**src/paf_pkg.sv**
```systemverilog
// package: device map, command codes and field layout for the pin setup host
package paf_pkg;
  // device side: port latch n at LATCH_BASE+n, direction n at DIR_BASE+n
  localparam logic [15:0] LATCH_BASE = 16'hFF00;
  localparam logic [15:0] DIR_BASE = 16'hFF20;
  localparam logic [15:0] ADDR_PORT_INPUT_MODE = 16'hFF29;
  localparam logic [15:0] ADDR_PORT_OUTPUT_MODE = 16'hFF2A;
  localparam logic [15:0] ADDR_RESET_PIN_MODE = 16'hFF2D;
  localparam logic [15:0] ADDR_ANALOG_CFG_A = 16'hFF2E;
  localparam logic [15:0] ADDR_ANALOG_CFG_B = 16'hFF2F;
  localparam logic [15:0] ADDR_PIN_RELOCATION = 16'hFF3F;
  localparam logic [15:0] ADDR_CLOCK_PIN_MODE = 16'hFF9F;
  // bit masks inside device registers
  localparam logic [7:0] RESET_PIN_FN_MASK = 8'h20;
  localparam logic [7:0] RELOCATION_MASK = 8'h04;
  localparam logic [7:0] MAIN_EXT_MASK = 8'h80;
  localparam logic [7:0] MAIN_OSC_MASK = 8'h40;
  localparam logic [7:0] SUB_EXT_MASK = 8'h20;
  localparam logic [7:0] SUB_OSC_MASK = 8'h10;
  // serial bus pins sit on port 6, bits 0 and 1
  localparam logic [3:0] SERIAL_BUS_PORT = 4'h6;
  localparam logic [7:0] SERIAL_BUS_MASK = 8'h03;
  // analog ports
  localparam logic [3:0] ANALOG_PORT_A = 4'h2;
  localparam logic [3:0] ANALOG_PORT_B = 4'h1;
  // host software registers (byte offsets)
  localparam logic [7:0] SW_CTRL = 8'h00;
  localparam logic [7:0] SW_STATUS = 8'h04;
  localparam logic [7:0] SW_LAST = 8'h08;
  // control word fields
  localparam int CTRL_START_BIT = 0;
  localparam int CTRL_FUNC_LSB = 4;
  localparam int CTRL_PORT_LSB = 8;
  localparam int CTRL_PIN_LSB = 12;
  localparam int CTRL_OPT_BIT = 15;
  // status word fields
  localparam int STAT_BUSY_BIT = 0;
  localparam int STAT_DONE_BIT = 1;
  localparam int STAT_ERR_BIT = 2;
  localparam int STAT_STEP_LSB = 4;
  // function codes
  localparam logic [3:0] FN_OUT_DIRECT = 4'h0;
  localparam logic [3:0] FN_INPUT = 4'h1;
  localparam logic [3:0] FN_ASYNC_TX = 4'h2;
  localparam logic [3:0] FN_SERIAL_BUS = 4'h3;
  localparam logic [3:0] FN_MAIN_CLOCK = 4'h4;
  localparam logic [3:0] FN_SUB_CLOCK = 4'h5;
  localparam logic [3:0] FN_RESET_PIN = 4'h6;
  localparam logic [3:0] FN_RELOCATE = 4'h7;
  localparam logic [3:0] FN_ANALOG = 4'h8;
  localparam logic [3:0] FN_LAST = 4'h8;
  // sequencer states
  typedef enum logic [2:0] {
    ST_IDLE,
    ST_LOAD,
    ST_WAIT,
    ST_MODIFY,
    ST_WRITE
  } paf_state_type;
endpackage

```
**src/paf_pin_setup_host.sv**
```systemverilog
// module: host that programs a device's pins for alternate functions
`timescale 1ns/1ps
module paf_pin_setup_host
  import paf_pkg::*;
(
  input wire logic clock,
  input wire logic rstn,
  input wire logic [7:0] swAddr,
  input wire logic [31:0] swWrData,
  input wire logic swWrite,
  input wire logic swRead,
  output logic [31:0] swRdData,
  output logic [15:0] devAddr,
  output logic [7:0] devWrData,
  output logic devWrite,
  output logic devRead,
  input wire logic [7:0] devRdData
);

  // one read-modify-write step: valid, address, mask, value
  function automatic logic [32:0] step_desc(
    input logic [3:0] fn,
    input logic [3:0] port,
    input logic [2:0] pin,
    input logic opt,
    input logic [1:0] step
  );
    logic [15:0] latchAddr;
    logic [15:0] dirAddr;
    logic [7:0] bm;
    logic [32:0] r;
    latchAddr = LATCH_BASE + {12'h000, port};
    dirAddr = DIR_BASE + {12'h000, port};
    bm = 8'h01 << pin;
    r = 33'h0_0000_0000;
    case (fn)
      // latch is written before direction so the pin never glitches
      FN_OUT_DIRECT: begin
        if (step == 2'h0) begin
          r = {1'b1, latchAddr, bm, 8'h00};
        end else if (step == 2'h1) begin
          r = {1'b1, dirAddr, bm, 8'h00};
        end
      end
      FN_INPUT: begin
        if (step == 2'h0) begin
          r = {1'b1, dirAddr, bm, 8'hFF};
        end
      end
      FN_ASYNC_TX: begin
        if (step == 2'h0) begin
          r = {1'b1, latchAddr, bm, 8'hFF};
        end else if (step == 2'h1) begin
          r = {1'b1, dirAddr, bm, 8'h00};
        end
      end
      FN_SERIAL_BUS: begin
        if (step == 2'h0) begin
          r = {1'b1, ADDR_PORT_OUTPUT_MODE, SERIAL_BUS_MASK,
               8'hFF};
        end else if (step == 2'h1) begin
          r = {1'b1, ADDR_PORT_INPUT_MODE, SERIAL_BUS_MASK,
               opt ? 8'hFF : 8'h00};
        end else if (step == 2'h2) begin
          r = {1'b1, LATCH_BASE + {12'h000, SERIAL_BUS_PORT},
               SERIAL_BUS_MASK, 8'hFF};
        end else begin
          r = {1'b1, DIR_BASE + {12'h000, SERIAL_BUS_PORT},
               SERIAL_BUS_MASK, 8'h00};
        end
      end
      // opt 0 resonator, opt 1 external clock; direction/latch untouched
      FN_MAIN_CLOCK: begin
        if (step == 2'h0) begin
          r = {1'b1, ADDR_CLOCK_PIN_MODE, MAIN_EXT_MASK | MAIN_OSC_MASK,
               opt ? 8'hFF : MAIN_OSC_MASK};
        end
      end
      FN_SUB_CLOCK: begin
        if (step == 2'h0) begin
          r = {1'b1, ADDR_CLOCK_PIN_MODE, SUB_EXT_MASK | SUB_OSC_MASK,
               opt ? 8'hFF : SUB_OSC_MASK};
        end
      end
      // opt 0 keeps the pin as reset input, opt 1 makes it an input port
      FN_RESET_PIN: begin
        if (step == 2'h0) begin
          r = {1'b1, ADDR_RESET_PIN_MODE, RESET_PIN_FN_MASK,
               opt ? 8'hFF : 8'h00};
        end
      end
      FN_RELOCATE: begin
        if (step == 2'h0) begin
          r = {1'b1, ADDR_PIN_RELOCATION, RELOCATION_MASK,
               opt ? 8'hFF : 8'h00};
        end
      end
      // input mode first, then switch the pin to analog (config bit 0)
      FN_ANALOG: begin
        if (step == 2'h0) begin
          r = {1'b1, dirAddr, bm, 8'hFF};
        end else if (step == 2'h1) begin
          r = {1'b1, (port == ANALOG_PORT_B) ? ADDR_ANALOG_CFG_B
               : ADDR_ANALOG_CFG_A, bm, 8'h00};
        end
      end
      default: begin
        r = 33'h0_0000_0000;
      end
    endcase
    return r;
  endfunction

  paf_state_type state_reg;
  paf_state_type state_next;
  logic [3:0] func_reg;
  logic [3:0] port_reg;
  logic [2:0] pin_reg;
  logic opt_reg;
  logic [1:0] step_reg;
  logic done_reg;
  logic err_reg;
  logic [7:0] last_reg;
  logic [15:0] addr_reg;
  logic [7:0] mask_reg;
  logic [7:0] val_reg;
  logic [7:0] wdata_reg;
  logic rdValid_reg;
  logic [31:0] rdData_reg;

  // software decode
  wire ctrlWrite = swWrite && (swAddr == SW_CTRL);
  wire statWrite = swWrite && (swAddr == SW_STATUS);
  wire startReq = ctrlWrite && swWrData[CTRL_START_BIT];
  wire [3:0] reqFunc = swWrData[CTRL_FUNC_LSB +: 4];
  wire reqPortOk = (reqFunc != FN_ANALOG) ||
    (swWrData[CTRL_PORT_LSB +: 4] == ANALOG_PORT_A) ||
    (swWrData[CTRL_PORT_LSB +: 4] == ANALOG_PORT_B);
  wire reqOk = (reqFunc <= FN_LAST) && reqPortOk;
  wire busy = (state_reg != ST_IDLE);
  wire accept = startReq && !busy && reqOk;
  wire reject = startReq && !busy && !reqOk;
  wire doneClear = statWrite && swWrData[STAT_DONE_BIT];
  wire errClear = statWrite && swWrData[STAT_ERR_BIT];

  // current step of the running command
  wire [32:0] desc = step_desc(func_reg, port_reg, pin_reg, opt_reg,
    step_reg);
  wire stepValid = desc[32];
  wire lastStep = (step_reg == 2'h3);
  // a four-step command ends from its last write, the others from load
  wire finish = ((state_reg == ST_LOAD) && !stepValid) ||
    ((state_reg == ST_WRITE) && lastStep);
  wire [7:0] merged = (devRdData & ~mask_reg) | (val_reg & mask_reg);

  wire [31:0] statusWord = {24'h000000, 2'b00, step_reg, 1'b0, err_reg,
    done_reg, busy};
  wire [31:0] ctrlWord = {16'h0000, opt_reg, pin_reg, port_reg, func_reg,
    4'h0};
  wire [31:0] rdMux = (swAddr == SW_CTRL) ? ctrlWord
    : (swAddr == SW_STATUS) ? statusWord
    : (swAddr == SW_LAST) ? {24'h000000, last_reg}
    : 32'h00000000;

  // sequencer next state
  always_comb begin
    state_next = state_reg;
    case (state_reg)
      ST_IDLE: begin
        if (accept) begin
          state_next = ST_LOAD;
        end
      end
      ST_LOAD: begin
        state_next = stepValid ? ST_WAIT : ST_IDLE;
      end
      ST_WAIT: begin
        state_next = ST_MODIFY;
      end
      ST_MODIFY: begin
        state_next = ST_WRITE;
      end
      ST_WRITE: begin
        state_next = lastStep ? ST_IDLE : ST_LOAD;
      end
      default: begin
        state_next = ST_IDLE;
      end
    endcase
  end

  // command capture and step tracking
  always_ff @(posedge clock or negedge rstn) begin
    if (!rstn) begin
      state_reg <= ST_IDLE;
      func_reg <= 4'h0;
      port_reg <= 4'h0;
      pin_reg <= 3'h0;
      opt_reg <= 1'b0;
      step_reg <= 2'h0;
    end else begin
      state_reg <= state_next;
      if (accept) begin
        func_reg <= reqFunc;
        port_reg <= swWrData[CTRL_PORT_LSB +: 4];
        pin_reg <= swWrData[CTRL_PIN_LSB +: 3];
        opt_reg <= swWrData[CTRL_OPT_BIT];
        step_reg <= 2'h0;
      end else if (state_reg == ST_WRITE) begin
        step_reg <= step_reg + 2'h1;
      end
    end
  end

  // device access: read the register, merge the field, write it back
  always_ff @(posedge clock or negedge rstn) begin
    if (!rstn) begin
      addr_reg <= 16'h0000;
      mask_reg <= 8'h00;
      val_reg <= 8'h00;
      wdata_reg <= 8'h00;
      last_reg <= 8'h00;
      devRead <= 1'b0;
      devWrite <= 1'b0;
    end else begin
      devRead <= (state_next == ST_WAIT);
      devWrite <= (state_next == ST_WRITE);
      if ((state_reg == ST_LOAD) && stepValid) begin
        addr_reg <= desc[31:16];
        mask_reg <= desc[15:8];
        val_reg <= desc[7:0];
      end
      if (state_reg == ST_MODIFY) begin
        wdata_reg <= merged;
        last_reg <= devRdData;
      end
    end
  end

  // sticky flags: a hardware set wins over a software clear
  always_ff @(posedge clock or negedge rstn) begin
    if (!rstn) begin
      done_reg <= 1'b0;
      err_reg <= 1'b0;
    end else begin
      done_reg <= finish || (done_reg && !doneClear);
      err_reg <= reject || (err_reg && !errClear);
    end
  end

  // software read data, one cycle after the strobe
  always_ff @(posedge clock or negedge rstn) begin
    if (!rstn) begin
      rdValid_reg <= 1'b0;
      rdData_reg <= 32'h00000000;
    end else begin
      rdValid_reg <= swRead;
      if (swRead) begin
        rdData_reg <= rdMux;
      end
    end
  end

  assign swRdData = rdValid_reg ? rdData_reg : 32'h00000000;
  assign devAddr = addr_reg;
  assign devWrData = wdata_reg;

endmodule

```
**config.mk**
```make
export PLATFORM = sky130hd
export DESIGN_NAME = paf_pin_setup_host
export DESIGN_NICKNAME = d
export VERILOG_FILES = /design/src/paf_pkg.sv /design/src/paf_pin_setup_host.sv
export SDC_FILE = /design/constraint.sdc
export NUM_CORES = 1
export LEC_CHECK = 0
export BUFFER_PORTS_ARGS = -buffer_cell sky130_fd_sc_hd__buf_2
export CORE_ASPECT_RATIO = 1.1
export CORE_MARGIN = 4
export CORE_UTILIZATION = 47
export DETAILED_ROUTE_END_ITERATION = 10
export PLACE_DENSITY = 0.76
export SLEW_MARGIN = 5
export SYNTH_ARGS = -nofsm -noshare
export SYNTH_HDL_FRONTEND = slang
export SYNTH_SLANG_ARGS = --single-unit
```
**constraint.sdc**
```tcl
create_clock -name clock -period 2.1 [get_ports clock]
set_input_delay 0.105 -clock clock [delete_from_list [all_inputs] [get_ports clock]]
set_output_delay 0.105 -clock clock [all_outputs]
set_load 0.005 [all_outputs]
```
==> reports/results.ini, run 1 <==
[detailed_routing]
drt-total-wl_microns = 10000
drtIter0Drc = 197
ant_nets = 0
post-route-drc-count = 0
vias = 3193
vias_per_cell = 5.30
wl_per_cell_microns = 16.6
first_pass_iters = 4

[logic_synthesis]
synth_edf_count = 0
syn_area_sq_um = 3940
synthMuxAreaShare_pct = 9.33
async_flop_share_pct = 100
ys_types = 58
synth_fa_ha_area_share_pct = 1.90
ys_ff_latch = 73
synth_warnings = 0
synth_compound_area_share_pct = 15.6
ys.flop_type = dfrtp_1
yosys.area.top_type = dfrtp_1
synth_top_family_by_area = simple AND/OR/NAND/NOR gates
seq_area_frac_synth_pct = 46.3
netlist.area_leader.share_pct = 46.3
synth_area_per_cell_sq_um = 10.2
synth.area.top_cells = dfrtp_1, buf_4, mux2_2, a21oi_1, o21ai_0
syn-instance-count = 388
synth_simple_gate_area_share_pct = 17.5
synth-xor-area-share_pct = 0.444

[cts]
clock_latency_ps = 360
htree_levels = 3
clock-sinks = 73
clk_pin_slew_ps = 80
clockRootBuffer = clkbuf_8
numCtsBuffers = 9
cts_tree = built
clock_path_buffers = 2

[setup_path]
critPathLaunchType = register
arrival_ps = 2240
critPathRequiredTime_ps = 2330
worstRegToRegCells = 11
startpoint = step_reg[1]
cp-end-kind = register
r2r_slack_ps = 90
cp_max_fo = 10
r2r_start = step_reg[1]
crit_type = register to register
r2r-end = val_reg[4]
crit_end = val_reg[4]

[grt]
grt.overflow.total = 0
grt_start_max_net_pins = 39
grt_usage_pct = 20.1
antenna_found_initial = 0
grt_pass1_wl_microns = 15700
grt_pass1_vias = 3172

[outcome]
status = finished, final reports clean

[sta]
fin_crit_sh_pct = 95.6
hold_slack_ps = 13.4
final-hold-violation-count = 0
max_freq_mhz = 498
setup_viol = 0
worst_pin_slew_ps = 572
timing.slew.headroom_pct = 61.8
setup_slack_ps = 93.2
fin_skew_ps = 15.0
min_period_ps = 2010
drv_slew = 0

[final_layout]
nets = 548
utilization_pct = 61.7
n_antenna_cell = 0
instances_no_fill = 603
drive_gt1_share_pct = 34.7
area_growth_pct = 25.9
final_common_cell = buf_2
largest_reg_flops = 16
final_cell_mix = buf_2, dfrtp_1, buf_4

[power_and_ir_drop]
p_per_area_nw_per_um2 = 529
power_leakage_uw = 0.00241
finalPower_uw = 2630
ir_worst_vdd_uv = 266

[floorplan]
dieArea_sq_um = 9920
start_util_pct = 49.0
dieWidth_microns = 95.3
core_area_sq_um = 8040
die_h_microns = 104
boundaryPins = 110
rows = 34

[job]
cap_viol_max_count = 0

[place]
port_buffers = 75
dp_hpwl_microns = 7130
place_inst = 571
place_ws_ps = -21.4
gp_congestion = 0.910

[min_path]
hp-class = primary input to register

## cell type report
type,instances,area [sq um]
flip-flops and latches,73,1830
inverters,9,33.8
fillers,671,3080
multi-input cells,273,1940
repair buffers,124,842
well taps,108,135
clock buffers,10,138
clock inverters,6,42.5
## cells in the mapped netlist (all sizes together), types with 2 or more instances
library cell and n:
nor3b 4, o2bb2ai 5, nand2 30, a22o 10, buf 35, a221oi 2, mux2 20, o31ai 4
nor4b 2, clkbuf 14, a22oi 2, nand2b 5, a211o 2, a21oi 28, nor2b 11, mux2i 12
o21ai 25, inv 9, a211oi 3, nand3 6, nand3b 6, nor3 5, and3b 4, ha 6
dfrtp 73, nand4 3, and2 17, nor2 20, o211a 3, or2 3
## through the flow
stage	setup TNS [ps]	cell area, sq um
after floorplan	-4.85	4010
final	0	4960
after CTS	0	4780
after global routing	-108	4960
after global placement	0	4480
after detailed placement	-21.4	4480
## metal layers
metal  track usage (%)  up-vias  share of wire, %
li1                  -     1526                 -
met5                 0        -                 0
met3              3.69       15               5.3
met1              25.0     1561                42
met2              34.4       91                51
met4              6.91        0               2.4
## cell families (layout without fill, tap and decap cells)
family / after synthesis / in the layout
AOI/OAI and AO/OA: 94 / 94
xor gates and xnor gates: 2 / 2
adders and majority gates: 6 / 6
buffers and inverters: 58 / 149
DFF: 73 / 73
muxes: 32 / 32
other: 1 / 17
and+or+nand+nor: 122 / 122
## how the worst min path moves through the flow
stage	start	end	slack, ps	depth (start not counted)
global route	devRdData[2]	last_reg[2]	6	2
floorplan	rstn	devAddr[0]	-190	0
CTS	swWrData[8]	port_reg[0]	1	2
finish	devRdData[1]	last_reg[1]	10	2
global placement	rstn	rdValid_reg	120	1
detailed placement	rstn	rdData_reg[2]	120	1
## worst max-delay path, cell delays in order (launching register included)
cell	delay [ps]
dfrtp_1	400
inv_2	130
ha_4	180
nor3_4	50
a2111oi_4	320
buf_4	170
buf_4	110
o31ai_4	60
buf_6	170
clkbuf_16	150
nand2_1	70
o21ai_0	80
## report_power, final
group	switching (uW)	leakage, uW	total [uW]	internal, uW
clock	556	0.0000887	1020	463
combinational	103	0.00136	184	81.3
sequential	11.9	0.000960	1420	1410
total	670	0.00241	2630	1960
## what timing repair did
item                                    4_1_cts  5_1_grt
endpoints found under the setup margin        2       27
hold endpoints to repair                     33        0
buffers inserted                              0        2
pin swaps                                     0        3
resized for setup                             3       23
cloned                                        0        3
hold buffers                                 11        0
No activity file was read; power rests on OpenSTA's default activity.
==> run 2, diff against run 1 <==
--- a/config.mk
+++ b/config.mk
@@ -6,7 +6,8 @@
 export NUM_CORES = 1
 export LEC_CHECK = 0
 export BUFFER_PORTS_ARGS = -buffer_cell sky130_fd_sc_hd__buf_2
-export CORE_ASPECT_RATIO = 1.1
+export CAP_MARGIN = 0
+export CORE_ASPECT_RATIO = 2
 export CORE_MARGIN = 4
 export CORE_UTILIZATION = 47
 export DETAILED_ROUTE_END_ITERATION = 10
==> run 2 against run 1 <==
Critical path depth is 2 lower. Die area grew 0.88%. Clock power increased by 40%. Worst hold slack got worse by 2.4 ps. Register-to-register slack lost 60 ps. Global-route usage up 1.7 points. Non-clock buffer count rose by 4. Core utilization is 0.94 points lower. Power up 15%. Sequential cell count unchanged. Combinational power is 3% lower. Critical path type unchanged. Critical endpoint is now state_reg[1].
==> reports/results.ini, run 2 (synthesis results as in run 1) <==
[floorplan]
core_area_sq_um = 8230  ; +2.4%
dieWidth_microns = 72.8  ; -24%
start_util_pct = 47.9  ; -1.1 points
dieArea_sq_um = 10000  ; +0.88%
die_h_microns = 138  ; +32%
rows = 47  ; +38%
boundaryPins = 110  ; unchanged

[sta]
finalSetupTns_ps = 0  ; unchanged
fin_skew_ps = 5.53  ; -9.48 ps
timing.slew.headroom_pct = 42.0  ; -20 points
min_period_ps = 2060  ; +57.5 ps
rsz0062_at_grt = true
worst_pin_slew_ps = 868  ; +296 ps
fin_crit_sh_pct = 98.3  ; +2.7 points
setup_viol = 0  ; unchanged
max_freq_mhz = 484  ; -2.8%
final-hold-violation-count = 0  ; unchanged
hold_slack_ps = 10.9  ; -2.44 ps
setup_slack_ps = 35.7  ; -57.5 ps
drv_slew = 0  ; unchanged

[cts]
clockRootBuffer = clkbuf_16
clk_pin_slew_ps = 60  ; -20 ps
clock_path_buffers = 2  ; unchanged
clock-sinks = 73  ; unchanged
clock_latency_ps = 330  ; -30 ps
numCtsBuffers = 9  ; unchanged
cts_tree = built
htree_levels = 3  ; unchanged

[grt]
grt.overflow.total = 0  ; unchanged
grt_pass1_wl_microns = 16300  ; +4.2%
antenna_found_initial = 0  ; unchanged
grt_start_max_net_pins = 74  ; +90%
grt_usage_pct = 21.8  ; +1.7 points
grt_pass1_vias = 3268  ; +3.0%

[setup_path]
critPathRequiredTime_ps = 2360  ; +30 ps
cp_max_fo = 4  ; -6
arrival_ps = 2320  ; +80 ps
r2r_start = step_reg[0]
crit_type = register to register
r2r-end = state_reg[1]
cp-end-kind = register
r2r_slack_ps = 40  ; -60 ps
worstRegToRegCells = 9  ; -2
critPathLaunchType = register

[place]
dp_hpwl_microns = 7870  ; +10%
place_ws_ps = -500  ; -479 ps
port_buffers = 75  ; unchanged
post_dp_cell_area_sq_um = 4550  ; +1.4%
gp_congestion = 0.875  ; -3.8%

[final_layout]
n_antenna_cell = 0  ; unchanged
design_area_sq_um = 5000  ; +0.83%
final_cell_mix = buf_2, dfrtp_1, buf_4
utilization_pct = 60.8  ; -0.94 points
drive_gt1_share_pct = 36.2  ; +1.5 points
fillCellCount = 704  ; +4.9%
final_common_cell = buf_2
nets = 553  ; +0.91%
area_growth_pct = 26.9
largest_reg_flops = 16  ; unchanged

[detailed_routing]
post-route-drc-count = 0  ; unchanged
drt-total-wl_microns = 10500  ; +5.2%
first_pass_iters = 4  ; unchanged
ant_nets = 0  ; unchanged
vias_per_cell = 5.46  ; +3.1%
wl_per_cell_microns = 17.6  ; +6.1%
vias = 3265  ; +2.3%
drtIter0Drc = 180  ; -8.6%

[power_and_ir_drop]
p_per_area_nw_per_um2 = 606  ; +14%
ir_worst_vdd_uv = 430  ; +62%
power_leakage_uw = 0.00247  ; +2.3%

[job]
cap_viol_max_count = 0  ; unchanged

[min_path]
hp-class = primary input to register
hold-path-endpoint = pin_reg[2]
whs_path_depth = 2  ; unchanged
min_from = swWrData[14]

[outcome]
status = finished, final reports clean

## run 2: through the flow
stage / instances / total power (uW)
6_report: 598 / 3030
5_1_grt: 598 / 3130
4_1_cts: 595 / 3050
3_5_place_dp: 571 / 1620
3_3_place_gp: 571 / 1610
2_1_floorplan: 404 / 1540
## run 2: repair_timing
action                     in CTS  in global routing
hold buffers                    3                  0
setup buffers                   4                  3
resized for setup               7                  4
cloned                          1                  0
setup endpoints to repair      22                 11
pin swaps                       3                  1
hold endpoints to repair       75                  0
## run 2: how the worst max path moves through the flow
stage / startpoint / endpoint / slack [ps] / cells past startpoint
floorplan: step_reg[0] / mask_reg[6] / -5 / 9
global placement: step_reg[0] / devAddr[14] / -380 / 7
detailed placement: step_reg[0] / val_reg[5] / -500 / 6
CTS: step_reg[0] / state_reg[1] / 2 / 8
global route: step_reg[0] / state_reg[1] / -60 / 9
finish: step_reg[0] / state_reg[1] / 40 / 9
## run 2: cell type report
| type | instances | area (sq um) | share of cell area, % |
|---|---|---|---|
| multi-input combinational | 274 | 1910 | 38.1 |
| timing repair buffer | 128 | 831 | 16.6 |
| sequential | 73 | 1830 | 36.5 |
| inverter | 9 | 33.8 | 0.675 |
| tap | 98 | 123 | 2.45 |
| clock inverter | 6 | 42.5 | 0.850 |
| clock buffer | 10 | 239 | 4.78 |
## run 2: power by group
group | internal (uW) | switching (uW) | total [uW]
Clock | 833 | 595 | 1430
Combinational | 76.0 | 103 | 179
Sequential | 1410 | 11.6 | 1430
## run 2: layer usage
layer,vias up,GRT usage (%),wire length (microns)
met4,0,13.6,429
met5,-,0,0
met1,1598,22.1,3660
met2,93,40.7,6060
li1,1543,-,-
met3,31,2.41,364
## run 2: critical path, cell delays in order (launching register included)
cell       delay [ps]
dfrtp_1           420
inv_1             100
ha_2              210
buf_4             120
nand3b_1          140
o2bb2ai_4         230
buf_4             140
nor3_1             60
or3b_2            440
a21oi_1           140
==> run 3, diff against run 2 <==
--- a/config.mk
+++ b/config.mk
@@ -6,8 +6,8 @@
 export NUM_CORES = 1
 export LEC_CHECK = 0
 export BUFFER_PORTS_ARGS = -buffer_cell sky130_fd_sc_hd__buf_2
-export CAP_MARGIN = 0
-export CORE_ASPECT_RATIO = 2
+export CAP_MARGIN = 15
+export CORE_ASPECT_RATIO = 1.5
 export CORE_MARGIN = 4
 export CORE_UTILIZATION = 47
 export DETAILED_ROUTE_END_ITERATION = 10
==> constraint.sdc (replaced) <==
create_clock -name clock -period 2.1 [get_ports clock]
set_input_delay 0.105 -clock clock [delete_from_list [all_inputs] [get_ports clock]]
set_output_delay 0.105 -clock clock [all_outputs]
set_load 0.05 [all_outputs]
==> run 3 against run 2 <==
Fmax grew 0.29%. First-iteration DRC count shrank 26%. Clock power is essentially flat. Global-route usage shrank 1.0 points. Via count shrank 2.6%. Combinational power grew 32%. Die area shrank 0.58%. Setup slack gained 5.9 ps. Worst hold slack lost 1.8 ps. Highest routed layer unchanged.
==> reports/results.ini, run 3 (synthesis results as in run 1) <==
[sta]
timing.slew.headroom_pct = 60.8  ; +19 points
fin_crit_sh_pct = 98.0  ; -0.28 points
rsz0062_at_grt = true
final-hold-violation-count = 0  ; unchanged
drv_slew = 0  ; unchanged
fin_skew_ps = 5.12  ; -0.413 ps
min_period_ps = 2060  ; -5.89 ps
max_freq_mhz = 486  ; +0.29%
setup_viol = 0  ; unchanged
worst_pin_slew_ps = 586  ; -282 ps

[final_layout]
nets = 541  ; -2.2%
largest_reg_flops = 16  ; unchanged
final_common_cell = buf_2
drive_gt1_share_pct = 35.5  ; -0.75 points
utilization_pct = 61.5  ; +0.74 points
fillCellCount = 664  ; -5.7%
area_growth_pct = 26.5
final_cell_mix = buf_2, dfrtp_1, nand2_1, buf_4, a21oi_1
n_antenna_cell = 0  ; unchanged

[grt]
grt_start_max_net_pins = 74  ; unchanged
grt.overflow.total = 0  ; unchanged
antenna_found_initial = 0  ; unchanged
grt_pass1_vias = 3087  ; -5.5%
grt_usage_pct = 20.7  ; -1.0 points
grt_use_met3_pct = 3.30  ; +0.89 points
grt_util_met1_pct = 23.4  ; +1.3 points
grt_pass1_wl_microns = 15400  ; -5.9%
grt.busiest_layer = met2
grtUsageMet2_pct = 37.2  ; -3.5 points

[cts]
cts_tree = built
clockRootBuffer = clkbuf_16
clock_latency_ps = 330  ; about the same
clock_path_buffers = 2  ; unchanged
clock-sinks = 73  ; unchanged
numCtsBuffers = 9  ; unchanged
clk_pin_slew_ps = 60  ; about the same
htree_levels = 3  ; unchanged

[floorplan]
dieWidth_microns = 82.8  ; +14%
die_h_microns = 120  ; -13%
core_area_sq_um = 8110  ; -1.5%
dieArea_sq_um = 9950  ; -0.58%
start_util_pct = 48.6  ; +0.74 points
boundaryPins = 110  ; unchanged
rows = 40  ; -15%

[detailed_routing]
vias_per_cell = 5.36  ; -1.8%
post-route-drc-count = 0  ; unchanged
wl_per_cell_microns = 17.1  ; -2.6%
drtIter0Drc = 134  ; -26%
ant_nets = 0  ; unchanged
first_pass_iters = 5  ; +1
drt-total-wl_microns = 10200  ; -3.4%
vias = 3179  ; -2.6%

[outcome]
status = finished, final reports clean

[setup_path]
path_cells = inv_2 > buf_4 > ha_4 > buf_6 > or2_4 > o2bb2ai_4 > o31ai_4 > buf_6 > clkbuf_16 > nand2_1 > o21ai_0
critPathLaunchType = register
crit_type = register to register
cp-end-kind = register
slowest_delay_ps = 360  ; -80 ps
cp_max_fo = 5  ; +1
critPathSlowestCell = dfrtp_1
r2r_slack_ps = 40  ; about the same
arrival_ps = 2300  ; -20 ps
critPathRequiredTime_ps = 2350  ; about the same
cpMostUsedCell = buf_6
worstRegToRegCells = 11  ; +2

[power_and_ir_drop]
seq_power_share_pct = 46.1  ; -0.9 points
p_sw_uw = 743  ; +4.7%
ir_worst_vdd_uv = 411  ; -4.6%
p_comb_share_pct = 7.6  ; +1.7 points
power_leakage_uw = 0.00243  ; -1.6%
finalPower_uw = 3090  ; +2.0%
p_int_uw = 2350  ; +1.2%
p_per_area_nw_per_um2 = 620  ; +2.3%
switching_share_pct = 24.0  ; +0.62 points
clockPowerShare_pct = 46.2  ; -0.9 points

[min_path]
hp-class = primary input to register
whs_path_depth = 2  ; unchanged

[place]
gp_congestion = 0.885  ; +1.1%
dp_hpwl_microns = 7220  ; -8.3%
port_buffers = 75  ; unchanged

[job]
cap_viol_max_count = 0  ; unchanged

[run 3: repair_timing]
item	in CTS	in global routing
cloned	1	2
hold buffers	4	0
gates resized for setup	3	21
endpoints found under the setup margin	5	28
pin swaps	0	2
setup buffers	2	1
endpoints found under the hold margin	76	0
[run 3: path summary, 6_finish.rpt]
check                             start          end
hold / removal             swWrData[15]      opt_reg
max in group asynchronous          rstn  mask_reg[6]
min in group asynchronous          rstn  port_reg[1]
setup reg to reg            step_reg[1]  mask_reg[5]
hold reg to reg              devAddr[0]   devAddr[0]
setup / recovery            step_reg[1]  mask_reg[5]
[run 3: routing by layer]
metal | part of all wire [%] | up-vias
met4 | 2.7 | 0
met2 | 56 | 93
met1 | 37 | 1548
met5 | 0 | -
li1 | - | 1517
met3 | 4.4 | 21
[run 3: cell type report]
cell class | instances | area (sq um) | area share, %
flip-flops and latches | 73 | 1830 | 36.6
inverters | 9 | 33.8 | 0.678
multi-input cells | 273 | 1940 | 38.8
repair buffers | 117 | 774 | 15.5
well taps | 105 | 131 | 2.63
clock inverters | 4 | 27.5 | 0.552
clock buffers | 12 | 256 | 5.14
[run 3: power by group through the flow]
stage          combinational (uW)  sequential [uW]  clock (uW)
2_1_floorplan                 154             1450           0
3_3_place_gp                  218             1450           0
3_5_place_dp                  223             1450           0
4_1_cts                       230             1430        1450
5_1_grt                       257             1430        1520
6_report                      236             1430        1430
[run 3: critical path: cells and delay by family, from the launching register on]
family          cells  cell delay, ps
buf+inv             5             630
compound gates      3             520
flops               1             360
simple gates        2             290
fa+ha+maj           1             160
[run 3: metrics by stage]
stage / TNS [ps] / instances / hold slack, ps / cell area, sq um / setup WS [ps]
6_report: 0 / 593 / 9.16 / 4990 / 41.6
5_1_grt: -354 / 593 / 5.01 / 4990 / -44.0
4_1_cts: 0 / 591 / 0.965 / 4870 / 14.4
3_5_place_dp: -6.75 / 568 / 166 / 4490 / -6.75
3_3_place_gp: 0 / 568 / 152 / 4490 / 21.3
2_1_floorplan: 0 / 404 / -191 / 4010 / 10.1
